### config.mk
export PLATFORM = sky130hd
export DESIGN_NAME = aca_dev_flat
export DESIGN_NICKNAME = d
export VERILOG_FILES = /design/src/verilog/aca_pkg.sv /design/src/verilog/aca_if.sv /design/src/verilog/aca_dev.sv /design/src/flat_wrapper.sv
export VERILOG_INCLUDE_DIRS = /design/src /design/src/verilog
export SDC_FILE = /design/constraint.sdc
export NUM_CORES = 1
export LEC_CHECK = 0
export BUFFER_PORTS_ARGS = -buffer_cell sky130_fd_sc_hd__clkbuf_2
export CORE_MARGIN = 4
export CORE_UTILIZATION = 50
export CTS_CLUSTER_DIAMETER = 60
export DETAILED_ROUTE_END_ITERATION = 16
export GPL_TIMING_DRIVEN = 0
export PLACE_DENSITY_LB_ADDON = 0.12
export RECOVER_POWER = 100
export SLEW_MARGIN = 20
export SYNTH_ARGS = -nofsm -noshare
export SYNTH_HDL_FRONTEND = slang
export SYNTH_SLANG_ARGS = --single-unit
### constraint.sdc
create_clock -name clk -period 2.3 [get_ports clk]
set_input_delay 0.345 -clock clk [delete_from_list [all_inputs] [get_ports clk]]
set_output_delay 0.345 -clock clk [all_outputs]
set_load 0.02 [all_outputs]
### src/verilog/aca_params.svh
// Constants for the addressing configuration register group.
// Assumes inclusion by bare name from the package and both ends.
`ifndef ACA_PARAMS_SVH
`define ACA_PARAMS_SVH

// ----------------------------------------------------------------
// Command frame bytes
// ----------------------------------------------------------------
`define ACA_HDR_BYTE 8'hFF
`define ACA_SIZE_BYTE 8'h02
`define ACA_ESC_BYTE 8'hFE
`define ACA_ACK_BYTE 8'h06

// ----------------------------------------------------------------
// Register offsets
// ----------------------------------------------------------------
`define ACA_OFS_LINK_MODE_NV 8'h25
`define ACA_OFS_CAPTURE_NV 8'h26
`define ACA_OFS_SERIAL3 8'h34
`define ACA_OFS_SERIAL2 8'h35
`define ACA_OFS_SERIAL1 8'h36
`define ACA_OFS_SERIAL0 8'h37
`define ACA_OFS_CUST_HIGH 8'h39
`define ACA_OFS_CUST_LOW 8'h3A
`define ACA_OFS_LINK_MODE_V 8'h70
`define ACA_OFS_CAPTURE_V 8'h71

// ----------------------------------------------------------------
// Field values and reset values
// ----------------------------------------------------------------
`define ACA_MODE_LEGACY 8'h00
`define ACA_MODE_NORMAL 8'h02
`define ACA_MODE_NETWORK 8'h03
`define ACA_CAP_OFF 4'h0
`define ACA_CAP_ANY 4'hF
`define ACA_TYPE_SERIAL 4'h4
`define ACA_TYPE_USER 4'h6
`define ACA_TYPE_EXT_USER 4'h7
`define ACA_RST_LINK_MODE 8'h02
`define ACA_RST_CAPTURE 4'h0
`define ACA_RST_SERIAL 32'h1234_5678
`define ACA_RST_CUSTOMER 16'hA5C3

`endif

### src/verilog/aca_pkg.sv
// Types shared by both ends of the addressing configuration link.
// Assumes the constants header sits beside this file.
`include "aca_params.svh"
`default_nettype none

package aca_pkg;
    // Device command parser and answer sequencer states.
    typedef enum logic [2:0] {
        DEV_HDR = 3'h0,
        DEV_SIZE = 3'h1,
        DEV_FIRST = 3'h3,
        DEV_RADDR = 3'h2,
        DEV_ACK = 3'h6,
        DEV_RSPA = 3'h7,
        DEV_RVAL = 3'h5,
        DEV_WVAL = 3'h4
    } aca_dev_state_t;

    // Host command sender states.
    typedef enum logic [2:0] {
        HST_IDLE = 3'h0,
        HST_SIZE = 3'h1,
        HST_B3 = 3'h3,
        HST_B4 = 3'h2,
        HST_WACK = 3'h6,
        HST_WADR = 3'h7,
        HST_WVAL = 3'h5
    } aca_host_state_t;

    typedef logic [7:0] aca_byte_t;
    typedef logic [3:0] aca_nibble_t;
endpackage

`default_nettype wire
### src/verilog/aca_if.sv
// Byte link between the host controller and the device.
// Assumes both ends share one clock; one byte moves per valid cycle.
`default_nettype none

interface aca_if;
    logic cmd_valid;
    aca_pkg::aca_byte_t cmd_byte;
    logic rsp_valid;
    aca_pkg::aca_byte_t rsp_byte;

    modport dev (input cmd_valid, input cmd_byte, output rsp_valid, output rsp_byte);
    modport host (output cmd_valid, output cmd_byte, input rsp_valid, input rsp_byte);
endinterface

`default_nettype wire

### src/verilog/aca_dev.sv
// Device end: addressing configuration registers behind the command link.
// Assumes a host on the same clock and a radio engine that reports packets.
`include "aca_params.svh"
`default_nettype none

// Operation
// - Host frames: FF 02 FE addr, FF 02 addr value
// - Read answered with 06, address, value
// - Link mode values 00, 02, 03
// - Capture source address into destination registers
// - Capture setting selects which packet types fill
// - Stored capture copy keeps upper nibble zero
// - Received type written to upper indicator nibble
// - Host writes indicator nibble as zero; the device loads it from the upper bits of the value byte
// - Indicator codes 4, 6, 7
// - Serial number read-only at 34..37
// - Own serial sent as origin address
// - Customer code read-only at 39..3A
// - User modes match on customer code
// - Host replies in the received addressing mode
module aca_dev
    import aca_pkg::*;
#(
    parameter logic [31:0] OWN_SERIAL = `ACA_RST_SERIAL,
    parameter logic [15:0] CUSTOMER_CODE = `ACA_RST_CUSTOMER
) (
    input wire logic clk,
    input wire logic sys_rst,
    aca_if.dev link,
    input wire logic rx_pkt_valid,
    input wire aca_pkg::aca_nibble_t rx_pkt_type,
    input wire logic [31:0] rx_src_addr,
    input wire logic [15:0] rx_cust_code,
    output logic [7:0] link_mode,
    output logic [31:0] user_destination,
    output logic [31:0] serial_destination,
    output logic dest_is_ext_user,
    output logic dest_load,
    output logic [31:0] tx_origin_addr
);
    import aca_pkg::*;

    // ------------------------------------------------------------
    // Register read decode
    // ------------------------------------------------------------

    // Returns the value of the register at the given offset.
    function automatic aca_byte_t reg_value(input aca_byte_t addr, input aca_byte_t mode_nv,
                                            input aca_byte_t mode_v, input aca_nibble_t cap_nv,
                                            input aca_byte_t cap_v);
        aca_byte_t val;
        val = 8'h00;
        unique case (addr)
            `ACA_OFS_LINK_MODE_NV: val = mode_nv;
            `ACA_OFS_CAPTURE_NV: val = {4'h0, cap_nv};
            `ACA_OFS_SERIAL3: val = OWN_SERIAL[31:24];
            `ACA_OFS_SERIAL2: val = OWN_SERIAL[23:16];
            `ACA_OFS_SERIAL1: val = OWN_SERIAL[15:8];
            `ACA_OFS_SERIAL0: val = OWN_SERIAL[7:0];
            `ACA_OFS_CUST_HIGH: val = CUSTOMER_CODE[15:8];
            `ACA_OFS_CUST_LOW: val = CUSTOMER_CODE[7:0];
            `ACA_OFS_LINK_MODE_V: val = mode_v;
            `ACA_OFS_CAPTURE_V: val = cap_v;
            default: val = 8'h00;
        endcase
        return val;
    endfunction

    // True for the three documented link mode values.
    function automatic logic mode_legal(input aca_byte_t v);
        return (v == `ACA_MODE_LEGACY) || (v == `ACA_MODE_NORMAL) ||
               (v == `ACA_MODE_NETWORK);
    endfunction

    // ------------------------------------------------------------
    // State and registers
    // ------------------------------------------------------------
    aca_dev_state_t state_ff;
    aca_dev_state_t nxt_state;
    aca_byte_t addr_ff;
    aca_byte_t mode_nv_ff;
    aca_byte_t mode_v_ff;
    aca_nibble_t cap_nv_ff;
    aca_nibble_t cap_cfg_ff;
    aca_nibble_t cap_type_ff;
    logic rsp_valid_ff;
    aca_byte_t rsp_byte_ff;
    logic [31:0] user_dest_ff;
    logic [31:0] serial_dest_ff;
    logic ext_ff;
    logic load_ff;
    logic [31:0] origin_ff;

    // ------------------------------------------------------------
    // Command decode
    // ------------------------------------------------------------
    wire logic take = link.cmd_valid;
    wire aca_byte_t byte_in = link.cmd_byte;
    wire aca_byte_t cap_v_value = {cap_type_ff, cap_cfg_ff};
    wire aca_byte_t rd_value = reg_value(addr_ff, mode_nv_ff, mode_v_ff, cap_nv_ff,
                                         cap_v_value);
    // value byte completes a write frame.
    wire logic wr_strobe = take && (state_ff == DEV_WVAL);
    wire logic wr_mode_nv = wr_strobe && (addr_ff == `ACA_OFS_LINK_MODE_NV);
    wire logic wr_mode_v = wr_strobe && (addr_ff == `ACA_OFS_LINK_MODE_V);
    wire logic wr_cap_nv = wr_strobe && (addr_ff == `ACA_OFS_CAPTURE_NV);
    wire logic wr_cap_v = wr_strobe && (addr_ff == `ACA_OFS_CAPTURE_V);
    wire logic byte_mode_ok = mode_legal(byte_in);

    // ------------------------------------------------------------
    // Received packet qualification
    // ------------------------------------------------------------
    wire logic is_serial = rx_pkt_type == `ACA_TYPE_SERIAL;
    wire logic is_user = rx_pkt_type == `ACA_TYPE_USER;
    wire logic is_ext = rx_pkt_type == `ACA_TYPE_EXT_USER;
    wire logic cust_ok = rx_cust_code == CUSTOMER_CODE;
    wire logic pkt_ok = rx_pkt_valid && (is_serial || ((is_user || is_ext) && cust_ok));
    wire logic cap_hit = pkt_ok && (cap_cfg_ff != `ACA_CAP_OFF) &&
                         ((cap_cfg_ff == `ACA_CAP_ANY) || (cap_cfg_ff == rx_pkt_type));

    // ------------------------------------------------------------
    // Frame parser and answer sequencer
    // ------------------------------------------------------------

    // Next state; the answer runs three cycles and ignores input bytes.
    always_comb begin
        nxt_state = state_ff;
        unique case (state_ff)
            DEV_HDR: if (take && byte_in == `ACA_HDR_BYTE) nxt_state = DEV_SIZE;
            DEV_SIZE: if (take) nxt_state = (byte_in == `ACA_SIZE_BYTE) ? DEV_FIRST : DEV_HDR;
            DEV_FIRST: if (take) nxt_state = (byte_in == `ACA_ESC_BYTE) ? DEV_RADDR : DEV_WVAL;
            DEV_RADDR: if (take) nxt_state = DEV_ACK;
            DEV_WVAL: if (take) nxt_state = DEV_HDR;
            DEV_ACK: nxt_state = DEV_RSPA;
            DEV_RSPA: nxt_state = DEV_RVAL;
            DEV_RVAL: nxt_state = DEV_HDR;
        endcase
    end

    // Parser state and captured address.
    always_ff @(posedge clk) begin
        if (sys_rst) begin
            state_ff <= DEV_HDR;
            addr_ff <= 8'h00;
        end else begin
            state_ff <= nxt_state;
            if (take && (state_ff == DEV_RADDR || (state_ff == DEV_FIRST &&
                         byte_in != `ACA_ESC_BYTE))) begin
                addr_ff <= byte_in;
            end
        end
    end

    // answer bytes: acknowledge, address, then current value.
    always_ff @(posedge clk) begin
        if (sys_rst) begin
            rsp_valid_ff <= 1'b0;
            rsp_byte_ff <= 8'h00;
        end else begin
            rsp_valid_ff <= (nxt_state == DEV_ACK) || (nxt_state == DEV_RSPA) ||
                            (nxt_state == DEV_RVAL);
            if (nxt_state == DEV_ACK) begin
                rsp_byte_ff <= `ACA_ACK_BYTE;
            end else if (nxt_state == DEV_RSPA) begin
                rsp_byte_ff <= addr_ff;
            end else if (nxt_state == DEV_RVAL) begin
                rsp_byte_ff <= rd_value;
            end else begin
                rsp_byte_ff <= 8'h00;
            end
        end
    end

    // ------------------------------------------------------------
    // Configuration registers
    // ------------------------------------------------------------

    // link mode copies accept only legal values.
    always_ff @(posedge clk) begin
        if (sys_rst) begin
            mode_nv_ff <= `ACA_RST_LINK_MODE;
            mode_v_ff <= `ACA_RST_LINK_MODE;
        end else begin
            if (wr_mode_nv && byte_mode_ok) mode_nv_ff <= byte_in;
            if (wr_mode_v && byte_mode_ok) mode_v_ff <= byte_in;
        end
    end

    // stored copy keeps only the low nibble; type set wins over a host write.
    always_ff @(posedge clk) begin
        if (sys_rst) begin
            cap_nv_ff <= `ACA_RST_CAPTURE;
            cap_cfg_ff <= `ACA_RST_CAPTURE;
            cap_type_ff <= 4'h0;
        end else begin
            if (wr_cap_nv) cap_nv_ff <= byte_in[3:0];
            if (wr_cap_v) cap_cfg_ff <= byte_in[3:0];
            // host write loads the indicator nibble from the upper bits of the value byte.
            // indicator takes the packet type code.
            if (cap_hit) begin
                cap_type_ff <= rx_pkt_type;
            end else if (wr_cap_v) begin
                cap_type_ff <= byte_in[7:4];
            end
        end
    end

    // ------------------------------------------------------------
    // Reply address capture
    // ------------------------------------------------------------

    // source address fills the matching destination register.
    always_ff @(posedge clk) begin
        if (sys_rst) begin
            user_dest_ff <= 32'h0000_0000;
            serial_dest_ff <= 32'h0000_0000;
            ext_ff <= 1'b0;
            load_ff <= 1'b0;
        end else begin
            load_ff <= cap_hit;
            if (cap_hit && is_serial) serial_dest_ff <= rx_src_addr;
            if (cap_hit && !is_serial) begin
                user_dest_ff <= rx_src_addr;
                ext_ff <= is_ext;
            end
        end
    end

    // own serial number is the origin address.
    always_ff @(posedge clk) begin
        if (sys_rst) begin
            origin_ff <= OWN_SERIAL;
        end else begin
            origin_ff <= OWN_SERIAL;
        end
    end

    // ------------------------------------------------------------
    // Outputs
    // ------------------------------------------------------------
    assign link.rsp_valid = rsp_valid_ff;
    assign link.rsp_byte = rsp_byte_ff;
    assign link_mode = mode_v_ff;
    assign user_destination = user_dest_ff;
    assign serial_destination = serial_dest_ff;
    assign dest_is_ext_user = ext_ff;
    assign dest_load = load_ff;
    assign tx_origin_addr = origin_ff;
endmodule

`default_nettype wire

### src/flat_wrapper.sv
// flat-port wrapper written by rule: the top's interface ports become plain ports
module aca_dev_flat import aca_pkg::*;
#(
    parameter logic [31:0] OWN_SERIAL = `ACA_RST_SERIAL,
    parameter logic [15:0] CUSTOMER_CODE = `ACA_RST_CUSTOMER
)
  (clk, sys_rst, rx_pkt_valid, rx_pkt_type, rx_src_addr, rx_cust_code, link_mode, user_destination, serial_destination, dest_is_ext_user, dest_load, tx_origin_addr, link_cmd_valid, link_cmd_byte, link_rsp_valid, link_rsp_byte);
  aca_if link_i ();
  input wire logic clk;
  input wire logic sys_rst;
  input wire logic rx_pkt_valid;
  input wire aca_pkg::aca_nibble_t rx_pkt_type;
  input wire logic [31:0] rx_src_addr;
  input wire logic [15:0] rx_cust_code;
  output logic [7:0] link_mode;
  output logic [31:0] user_destination;
  output logic [31:0] serial_destination;
  output logic dest_is_ext_user;
  output logic dest_load;
  output logic [31:0] tx_origin_addr;
  input wire logic [$bits(link_i.cmd_valid)-1:0] link_cmd_valid;
  input wire logic [$bits(link_i.cmd_byte)-1:0] link_cmd_byte;
  output wire logic [$bits(link_i.rsp_valid)-1:0] link_rsp_valid;
  output wire logic [$bits(link_i.rsp_byte)-1:0] link_rsp_byte;
  assign link_i.cmd_valid = link_cmd_valid;
  assign link_i.cmd_byte = link_cmd_byte;
  assign link_rsp_valid = link_i.rsp_valid;
  assign link_rsp_byte = link_i.rsp_byte;
  aca_dev #(.OWN_SERIAL(OWN_SERIAL), .CUSTOMER_CODE(CUSTOMER_CODE)) u_core (.clk(clk), .sys_rst(sys_rst), .link(link_i), .rx_pkt_valid(rx_pkt_valid), .rx_pkt_type(rx_pkt_type), .rx_src_addr(rx_src_addr), .rx_cust_code(rx_cust_code), .link_mode(link_mode), .user_destination(user_destination), .serial_destination(serial_destination), .dest_is_ext_user(dest_is_ext_user), .dest_load(dest_load), .tx_origin_addr(tx_origin_addr));
endmodule
# Word level (Yosys, flattened, before mapping)
# Cells that the tools add are included.
# Widths: inputs -> output; s select.
dict set report classes {
  n_eq_ne 31
  n_reduce_logical 30
  n_mux 14
}
# operator n
set op_table {}
lappend op_table {{$pmux 8 s10} 1}
lappend op_table {{$eq 8x6->1 const B} 8}
lappend op_table {{$pmux 3 s8} 1}
lappend op_table {{$eq 3x3->1 const B} 7}
lappend op_table {{$mux 3} 7}
lappend op_table {{$eq 16x16->1 const B} 1}
lappend op_table {{$eq 8x2->1 const B} 2}
lappend op_table {{$eq 8x7->1 const B} 2}
lappend op_table {{$eq 8x8->1 const B} 2}
lappend op_table {{$logic_and 1x1->1} 16}
lappend op_table {{$mux 8} 2}
lappend op_table {{$eq 4x3->1 const B} 3}
lappend op_table {{$logic_not 8->1} 1}
lappend op_table {{$logic_or 1x1->1} 8}
lappend op_table {{$mux 4} 2}
lappend op_table {{$ne 8x8->1 const B} 1}
lappend op_table {{$eq 3x2->1 const B} 2}
lappend op_table {{$eq 4x4->1} 1}
lappend op_table {{$eq 4x4->1 const B} 1}
lappend op_table {{$reduce_bool 4->1} 1}
lappend op_table {{$eq 3x1->1 const B} 1}
lappend op_table {{$logic_not 3->1} 1}
lappend op_table {{$mux 2} 1}
lappend op_table {{$reduce_bool 2->1} 1}
lappend op_table {{other kinds (2)} 2}
dict set report totals {
  inputBits 64
  reg_bits 114
  elab_cells 89
  output_inout_bits 115
}

# Logic depth before layout (Yosys ltp)
# Gate-level depths: netlist of run 1.
dict set report depth {
  ltp_word 8
  ltp_mapped 7
  mapped_depth_nobuf 5
}

# Worst setup path after synthesis of run 1
# No wires, ideal clock.
dict set report synth_path {
  kind {input to register}
  start {in rx_cust_code[4]}
  end {reg u_core.user_dest_ff[10], in the netlist u_core.user_destination[10]}
  required_ps 2172
  n_path_buf 1
  setup_ps 128
  path_stages 6
  path_slack_ps 500
  t_arrival_ps 1673
  cell_sequence {nor4bb_1 nand4_1 nor4_4 buf_6 mux2i_1 nor2_1}
}
dict set report synth_between {
  elab_chain_len 7
}
# item line
set synth_lines {}
lappend synth_lines {{start, declared} flat_wrapper.sv:14} ;# input wire logic [15:0] rx_cust_code;
lappend synth_lines {{$eq 16x16->1} aca_dev.sv:116} ;# wire logic cust_ok = rx_cust_code == CUSTOMER_CODE;
lappend synth_lines {{$logic_and 1x1->1} aca_dev.sv:117} ;# wire logic pkt_ok = rx_pkt_valid && (is_serial || ((is_user || is_ext) && cust_ok));
lappend synth_lines {{$logic_or 1x1->1} aca_dev.sv:117}
lappend synth_lines {{$logic_and 1x1->1} aca_dev.sv:117}
lappend synth_lines {{$logic_and 1x1->1 (2 in series)} aca_dev.sv:118} ;# wire logic cap_hit = pkt_ok && (cap_cfg_ff != `ACA_CAP_OFF) &&
lappend synth_lines {{$logic_and 1x1->1} aca_dev.sv:222} ;# if (cap_hit && !is_serial) begin
lappend synth_lines {{end signal, assigned} aca_dev.sv:223} ;# user_dest_ff <= rx_src_addr;
lappend synth_lines {{end, declared} aca_dev.sv:88} ;# logic [31:0] user_dest_ff;
# Every way passes these cells.
# A chain may end at the register's enable or synchronous reset.

# Final worst setup path of run 1
dict set report layout_path {
  start {reg u_core.state_ff[0]}
  end {reg u_core.mode_v_ff[1], in the netlist u_core.link_mode[1]}
}
dict set report layout_between {
  elab_chain_len 4
}
# item line
set layout_lines {}
lappend layout_lines {{start, declared} aca_dev.sv:78} ;# aca_dev_state_t state_ff;
lappend layout_lines {{start signal, assigned} aca_dev.sv:146} ;# state_ff <= nxt_state;
lappend layout_lines {{$eq 3x3->1} aca_dev.sv:103} ;# wire logic wr_strobe = take && (state_ff == DEV_WVAL);
lappend layout_lines {{$logic_and 1x1->1} aca_dev.sv:103}
lappend layout_lines {{$logic_and 1x1->1} aca_dev.sv:105} ;# wire logic wr_mode_v = wr_strobe && (addr_ff == `ACA_OFS_LINK_MODE_V);
lappend layout_lines {{$logic_and 1x1->1} aca_dev.sv:185} ;# if (wr_mode_v && byte_mode_ok) mode_v_ff <= byte_in;
lappend layout_lines {{end signal, assigned} aca_dev.sv:182} ;# mode_v_ff <= `ACA_RST_LINK_MODE;
lappend layout_lines {{end signal, assigned} aca_dev.sv:185}
lappend layout_lines {{end, declared} aca_dev.sv:82} ;# aca_byte_t mode_v_ff;
# Every way passes these cells.

==> results of run 1 <==
## final cells by class
class | instances | area [sq um]
inverter | 11 | 41.29
tap | 133 | 166.4
clock inverter | 14 | 202.7
timing repair buffer | 144 | 616.8
multi-input combinational | 361 | 2440
sequential | 114 | 2282
clock buffer | 17 | 414.1
buffer | 63 | 414.1
fill | 892 | 3242
## cells by family after synthesis
group / share of synthesized area, %
and+or+nand+nor: 18.40
DFF: 44.99
muxes: 18.65
buffers and inverters: 9.028
AOI/OAI and AO/OA: 8.091
xor gates and xnor gates: 0.6906
other: 0.1481
## cells in the mapped netlist (5+ instances only)
cell type,count,area (sq um)
nand2_1,7,26.28
buf_6,6,67.56
nor3_1,6,30.03
inv_1,10,37.54
and2_1,6,37.54
mux2i_1,90,900.9
o21ai_0,5,25.02
a21oi_1,9,45.04
clkbuf_1,16,60.06
nor2b_1,9,56.30
nand3_1,9,45.04
buf_4,34,255.2
and3_1,10,62.56
a211oi_1,5,37.54
nor2_1,98,367.9
dfxtp_1,114,2282
buf_2,5,25.02
## final timing paths
kind                   startpoint                            end  slack [ns]
max            u_core.state_ff[0]            u_core.link_mode[1]        0.21
min reg2reg  u_core.mode_nv_ff[5]           u_core.mode_nv_ff[5]        0.46
min               rx_src_addr[15]  u_core.serial_destination[15]        0.09
max reg2reg    u_core.state_ff[0]            u_core.link_mode[1]        0.21
## where the power goes
part	leakage [uW]	internal [uW]	switching, uW
Sequential	0.000918	1980	0.962
Combinational	0.00179	99.0	152
Clock	0.000300	1770	973
Total	0.00301	3850	1130
## flip-flops by register name, indices dropped and copies added (netlist names), 4 cells and up
name / count
u_core.user_destination: 32
u_core.cap_cfg_ff: 4
u_core.cap_nv_ff: 4
u_core.cap_type_ff: 4
u_core.serial_destination: 32
u_core.link.rsp_byte: 8
u_core.link_mode: 8
u_core.mode_nv_ff: 8
u_core.addr_ff: 8
## worst register-to-register path: cells and delay by family (launching register included)
family | cells | cell delay (ns)
AND/OR/NAND/NOR | 3 | 0.87
AO/OA/AOI/OAI | 1 | 0.21
multiplexers | 1 | 0.20
buffers and inverters | 2 | 0.40
flip-flops | 1 | 0.29
## metal layers
metal,vias to the layer above,wire (um)
li1,2140,-
met1,2044,5474
met2,172,6770
met4,0,202
met3,16,1123
met5,-,0
## through the flow
| stage | instances | utilization (%) | worst slack (ns) | power (uW) | hold WS [ns] |
|---|---|---|---|---|---|
| floorplan | 549 | - | 0.4995 | 2173 | 0.4249 |
| CTS | 857 | 68.12 | 0.07668 | 4999 | 0.07174 |
| global route | 857 | 66.99 | 0.06142 | 5126 | 0.08048 |
| global placement | 826 | 61.84 | 0.1401 | 2265 | 0.4461 |
| detailed placement | 826 | 61.84 | 0.1191 | 2268 | 0.4495 |
| finish | 857 | 66.99 | 0.2057 | 4972 | 0.08774 |
## what timing repair did
| action | CTS | global route |
|---|---|---|
| resized for setup | 0 | 0 |
| setup endpoints to repair | 0 | 2 |
| endpoints found under the hold margin | 0 | 0 |
==> results.ini, run 1 <==
[floorplan]
core_area_sq_um = 9819
die_x_um = 108.7
die_h_um = 108.7
io_pins = 179
start_util_pct = 51.66
num_rows = 36
dieArea_sq_um = 11820

[detailed_routing]
viasPerCell = 5.102
wl_per_cell_um = 15.84
dr.pass1.iters = 4
post-route-drc-count = 0
first_iter_violations = 207
drtAntennaViolNets = 0
vias = 4372
routed_wl_um = 13570

[layout]
antenna_cells = 0
nets = 776
drive_above_1_share_pct = 20.86
mostFrequentLayoutCells = dfxtp_1, clkbuf_1, nor2_1
design_area_sq_um = 6578
synthToLayoutAreaGrowth_pct = 29.67
mostFrequentLayoutCell = dfxtp_1

[critical_path]
cp_num_buf_inv = 2
slowest_stage = and4bb_1
worstPathRequired_ns = 2.67
critPathArrivalTime_ns = 2.47
rr_worst_depth = 7
crit_cells = 7
critPathKind = reg -> reg
path_common_cell = clkbuf_1
slowest_delay_ns = 0.41
crit_chain = clkbuf_1 -> and4bb_1 -> o2111ai_1 -> or3_1 -> clkbuf_1 -> mux2i_1 -> nand2_1
critPathTopFamily = simple AND/OR/NAND/NOR gates
worst_setup_path_start_kind = flop
cp-end-kind = flop
crit_fanout = 9

[sta]
slew_headroom_pct = 55.50
fin_tns_setup_ns = 0
finalCritPeriodShare_pct = 91.06
worst_slew_pin_slew_ns = 0.6674
hold_viol = 0
clock_skew_ns = 0.009719
fmaxAchievable_ghz = 0.4775
finalSetupViolCount = 0
maxSlewViolCount = 0
rsz0062_at_grt = false
period_minus_slack_ns = 2.094

[synthesis]
syn_area_per_cell_sq_um = 9.773
synthArstFlopShare_pct = 0
synth_edf_count = 0
syn_area_sq_um = 5072
synthFlopType = dfxtp_1
synth_seq_area_share_pct = 44.99
yosysWarnings = 0
syn_inst = 519
yosys_register_bits = 114
synthDistinctLibCells = 68

[place]
place.detailed.hpwl_um = 10150
globalplace.congestion = 0.8834
port_buffers = 144
dpl_cell_area_sq_um = 6072

[worst_hold_path]
min_path_cells = 3
min_path_type = in -> reg

[clock_tree]
cts_hold_buf = 0
cts.reportedPaths.clkPinSlew_ns = 0.06
post-cts-setup-buffers = 0
cts_tree = done
cts-root-buf = clkbuf_8
cts.path.max_buffers = 2
cts_buffers = 17
h-tree-depth = 4
clkLatencyLatePin_ns = 0.50
cts.sinks = 114

[global_routing]
grt_pass1_wl_um = 21910
top_usage_layer = met2
antenna_found_initial = 0
met3_usage_pct = 7.874
grt-ovfl-total = 0
track_usage_pct = 23.76
grt.met2_usage_pct = 40.20
grt_pass1_vias = 4372
grt_start_max_net_pins = 17
met1_usage_pct = 28.23

[job]
maxCapViolCount = 0

[power_and_ir_drop]
leakagePower_uw = 0.003008
peakVddDrop_uv = 546.4
p_per_area_nw_per_um2 = 755.9

[outcome]
run_status = finished clean

Power figures use the tool's default switching activity.
==> run 2, diff against run 1 <==
Settings changed: BUFFER_PORTS_ARGS -buffer_cell sky130_fd_sc_hd__clkbuf_2 to -buffer_cell sky130_fd_sc_hd__buf_2.
==> results.ini, run 2 (synthesized netlist as in run 1, its figures left out) <==
[layout]
drive_above_1_share_pct = 20.83  ; -0.029 points
mostFrequentLayoutCell = dfxtp_1
seq_area_sq_um = 2282  ; unchanged
multi_input_area_sq_um = 2440  ; unchanged
mostFrequentLayoutCells = dfxtp_1, clkbuf_1, nor2_1
synthToLayoutAreaGrowth_pct = 28.02
antenna_cells = 0  ; unchanged
n_fill_cell = 887  ; -0.56%
fin_util_pct = 66.13  ; -0.85 points
nets = 776  ; unchanged

[clock_tree]
post-cts-setup-buffers = 0  ; unchanged
cts_resized = 0  ; unchanged
cts_hold_buf = 0  ; unchanged
cts_tree = done
cts.sinks = 114  ; unchanged
cts_buffers = 17  ; unchanged
cts-root-buf = clkbuf_8
cts.path.max_buffers = 2  ; unchanged
h-tree-depth = 4  ; unchanged
clkLatencyLatePin_ns = 0.51  ; about the same
cts.reportedPaths.clkPinSlew_ns = 0.06  ; about the same

[sta]
hold_viol = 0  ; unchanged
clock_skew_ns = 0.005733  ; -0.003986 ns
fin_tns_setup_ns = 0  ; unchanged
rsz0062_at_grt = false
fmaxAchievable_ghz = 0.4683  ; -1.9%
finalCritPeriodShare_pct = 92.84  ; +1.8 points
period_minus_slack_ns = 2.135  ; +0.04104 ns
layout_setup_ws_ns = 0.1646  ; -0.04104 ns
fin_hold_ws_ns = 0.07763  ; -0.01011 ns
worst_slew_pin_slew_ns = 0.7708  ; +0.1033 ns
maxSlewViolCount = 0  ; unchanged
finalSetupViolCount = 0  ; unchanged
slew_headroom_pct = 47.96  ; -7.5 points

[floorplan]
die_x_um = 108.7  ; unchanged
dieArea_sq_um = 11820  ; unchanged
die_h_um = 108.7  ; unchanged
io_pins = 179  ; unchanged
start_util_pct = 51.66  ; unchanged
num_rows = 36  ; unchanged
core_area_sq_um = 9819  ; unchanged

[power_and_ir_drop]
peakVddDrop_uv = 479.8  ; -12%
p_per_area_nw_per_um2 = 712.8  ; -5.7%
finalPower_uw = 4628  ; -6.9%
leakagePower_uw = 0.002942  ; -2.2%

[detailed_routing]
first_iter_violations = 154  ; -26%
wl_per_cell_um = 15.41  ; -2.7%
vias = 4352  ; -0.46%
routed_wl_um = 13220  ; -2.6%
drtAntennaViolNets = 0  ; unchanged
viasPerCell = 5.072  ; -0.57%
post-route-drc-count = 0  ; unchanged
dr.pass1.iters = 4  ; unchanged

[global_routing]
grt_pass1_wl_um = 20800  ; -5.1%
grt_start_max_net_pins = 17  ; unchanged
grt-ovfl-total = 0  ; unchanged
antenna_found_initial = 0  ; unchanged
grt_pass1_vias = 4269  ; -2.4%
track_usage_pct = 22.45  ; -1.3 points

[critical_path]
worstPathRequired_ns = 2.68  ; about the same
crit_fanout = 10  ; +1
worst_setup_path_start_kind = flop
cp-end-kind = flop
critPathArrivalTime_ns = 2.51  ; +0.04 ns
critPathKind = reg -> reg

[place]
port_buffers = 144  ; unchanged
place.detailed.hpwl_um = 9962  ; -1.8%
globalplace.congestion = 0.8860  ; +0.29%
place_ws_ns = 0.1359  ; +0.01682 ns

[worst_hold_path]
min_path_type = in -> reg

[job]
maxCapViolCount = 0  ; unchanged

[outcome]
run_status = finished clean

-- run 2: critical path, stage by stage (launching register included) --
cell and delay [ns]:
dfxtp_1 0.49, xnor2_1 0.18, a41oi_2 0.20, or3_1 0.39
buf_4 0.18, clkbuf_2 0.27, mux2i_1 0.24, nor2_1 0.06
-- run 2: layout make-up --
| cell class | count | share of cell area, % |
|---|---|---|
| clock inverter | 14 | 2.062 |
| buffer | 63 | 6.089 |
| tap | 133 | 2.563 |
| inverter | 11 | 0.6358 |
| clock buffer | 18 | 6.435 |
| sequential | 114 | 35.14 |
| timing repair buffer | 144 | 9.499 |
| multi-input combinational | 361 | 37.57 |
-- run 2: path summary, 6_finish.rpt --
path | from | endpoint | slack (ns) | cells past startpoint
hold / removal | rx_src_addr[8] | u_core.serial_destination[8] | 0.08 | 3
setup reg to reg | u_core.cap_cfg_ff[3] | u_core.serial_destination[10] | 0.16 | 7
hold reg to reg | u_core.mode_nv_ff[7] | u_core.mode_nv_ff[7] | 0.47 | 2
setup / recovery | u_core.cap_cfg_ff[3] | u_core.serial_destination[10] | 0.16 | 7
-- run 2: where the power goes --
part	switching (uW)	total, uW	internal [uW]
logic	152	251	99.1
registers	0.810	1980	1980
clock network	957	2400	1440
total	1110	4630	3520
-- run 2: through the flow --
stage                     cells  instance area, sq um
after floorplan             549                  5185
after global placement      826                  6072
after detailed placement    826                  6072
after CTS                   858                  6624
after global routing        858                  6494
final                       858                  6494
-- run 2: routing by layer --
layer,up-vias,global-route usage (%),share of wire (%)
met5,-,0,0
met4,0,8.206,1.2
met2,157,37.60,49
met1,2041,26.05,41
met3,17,8.703,9.3
li1,2137,-,-
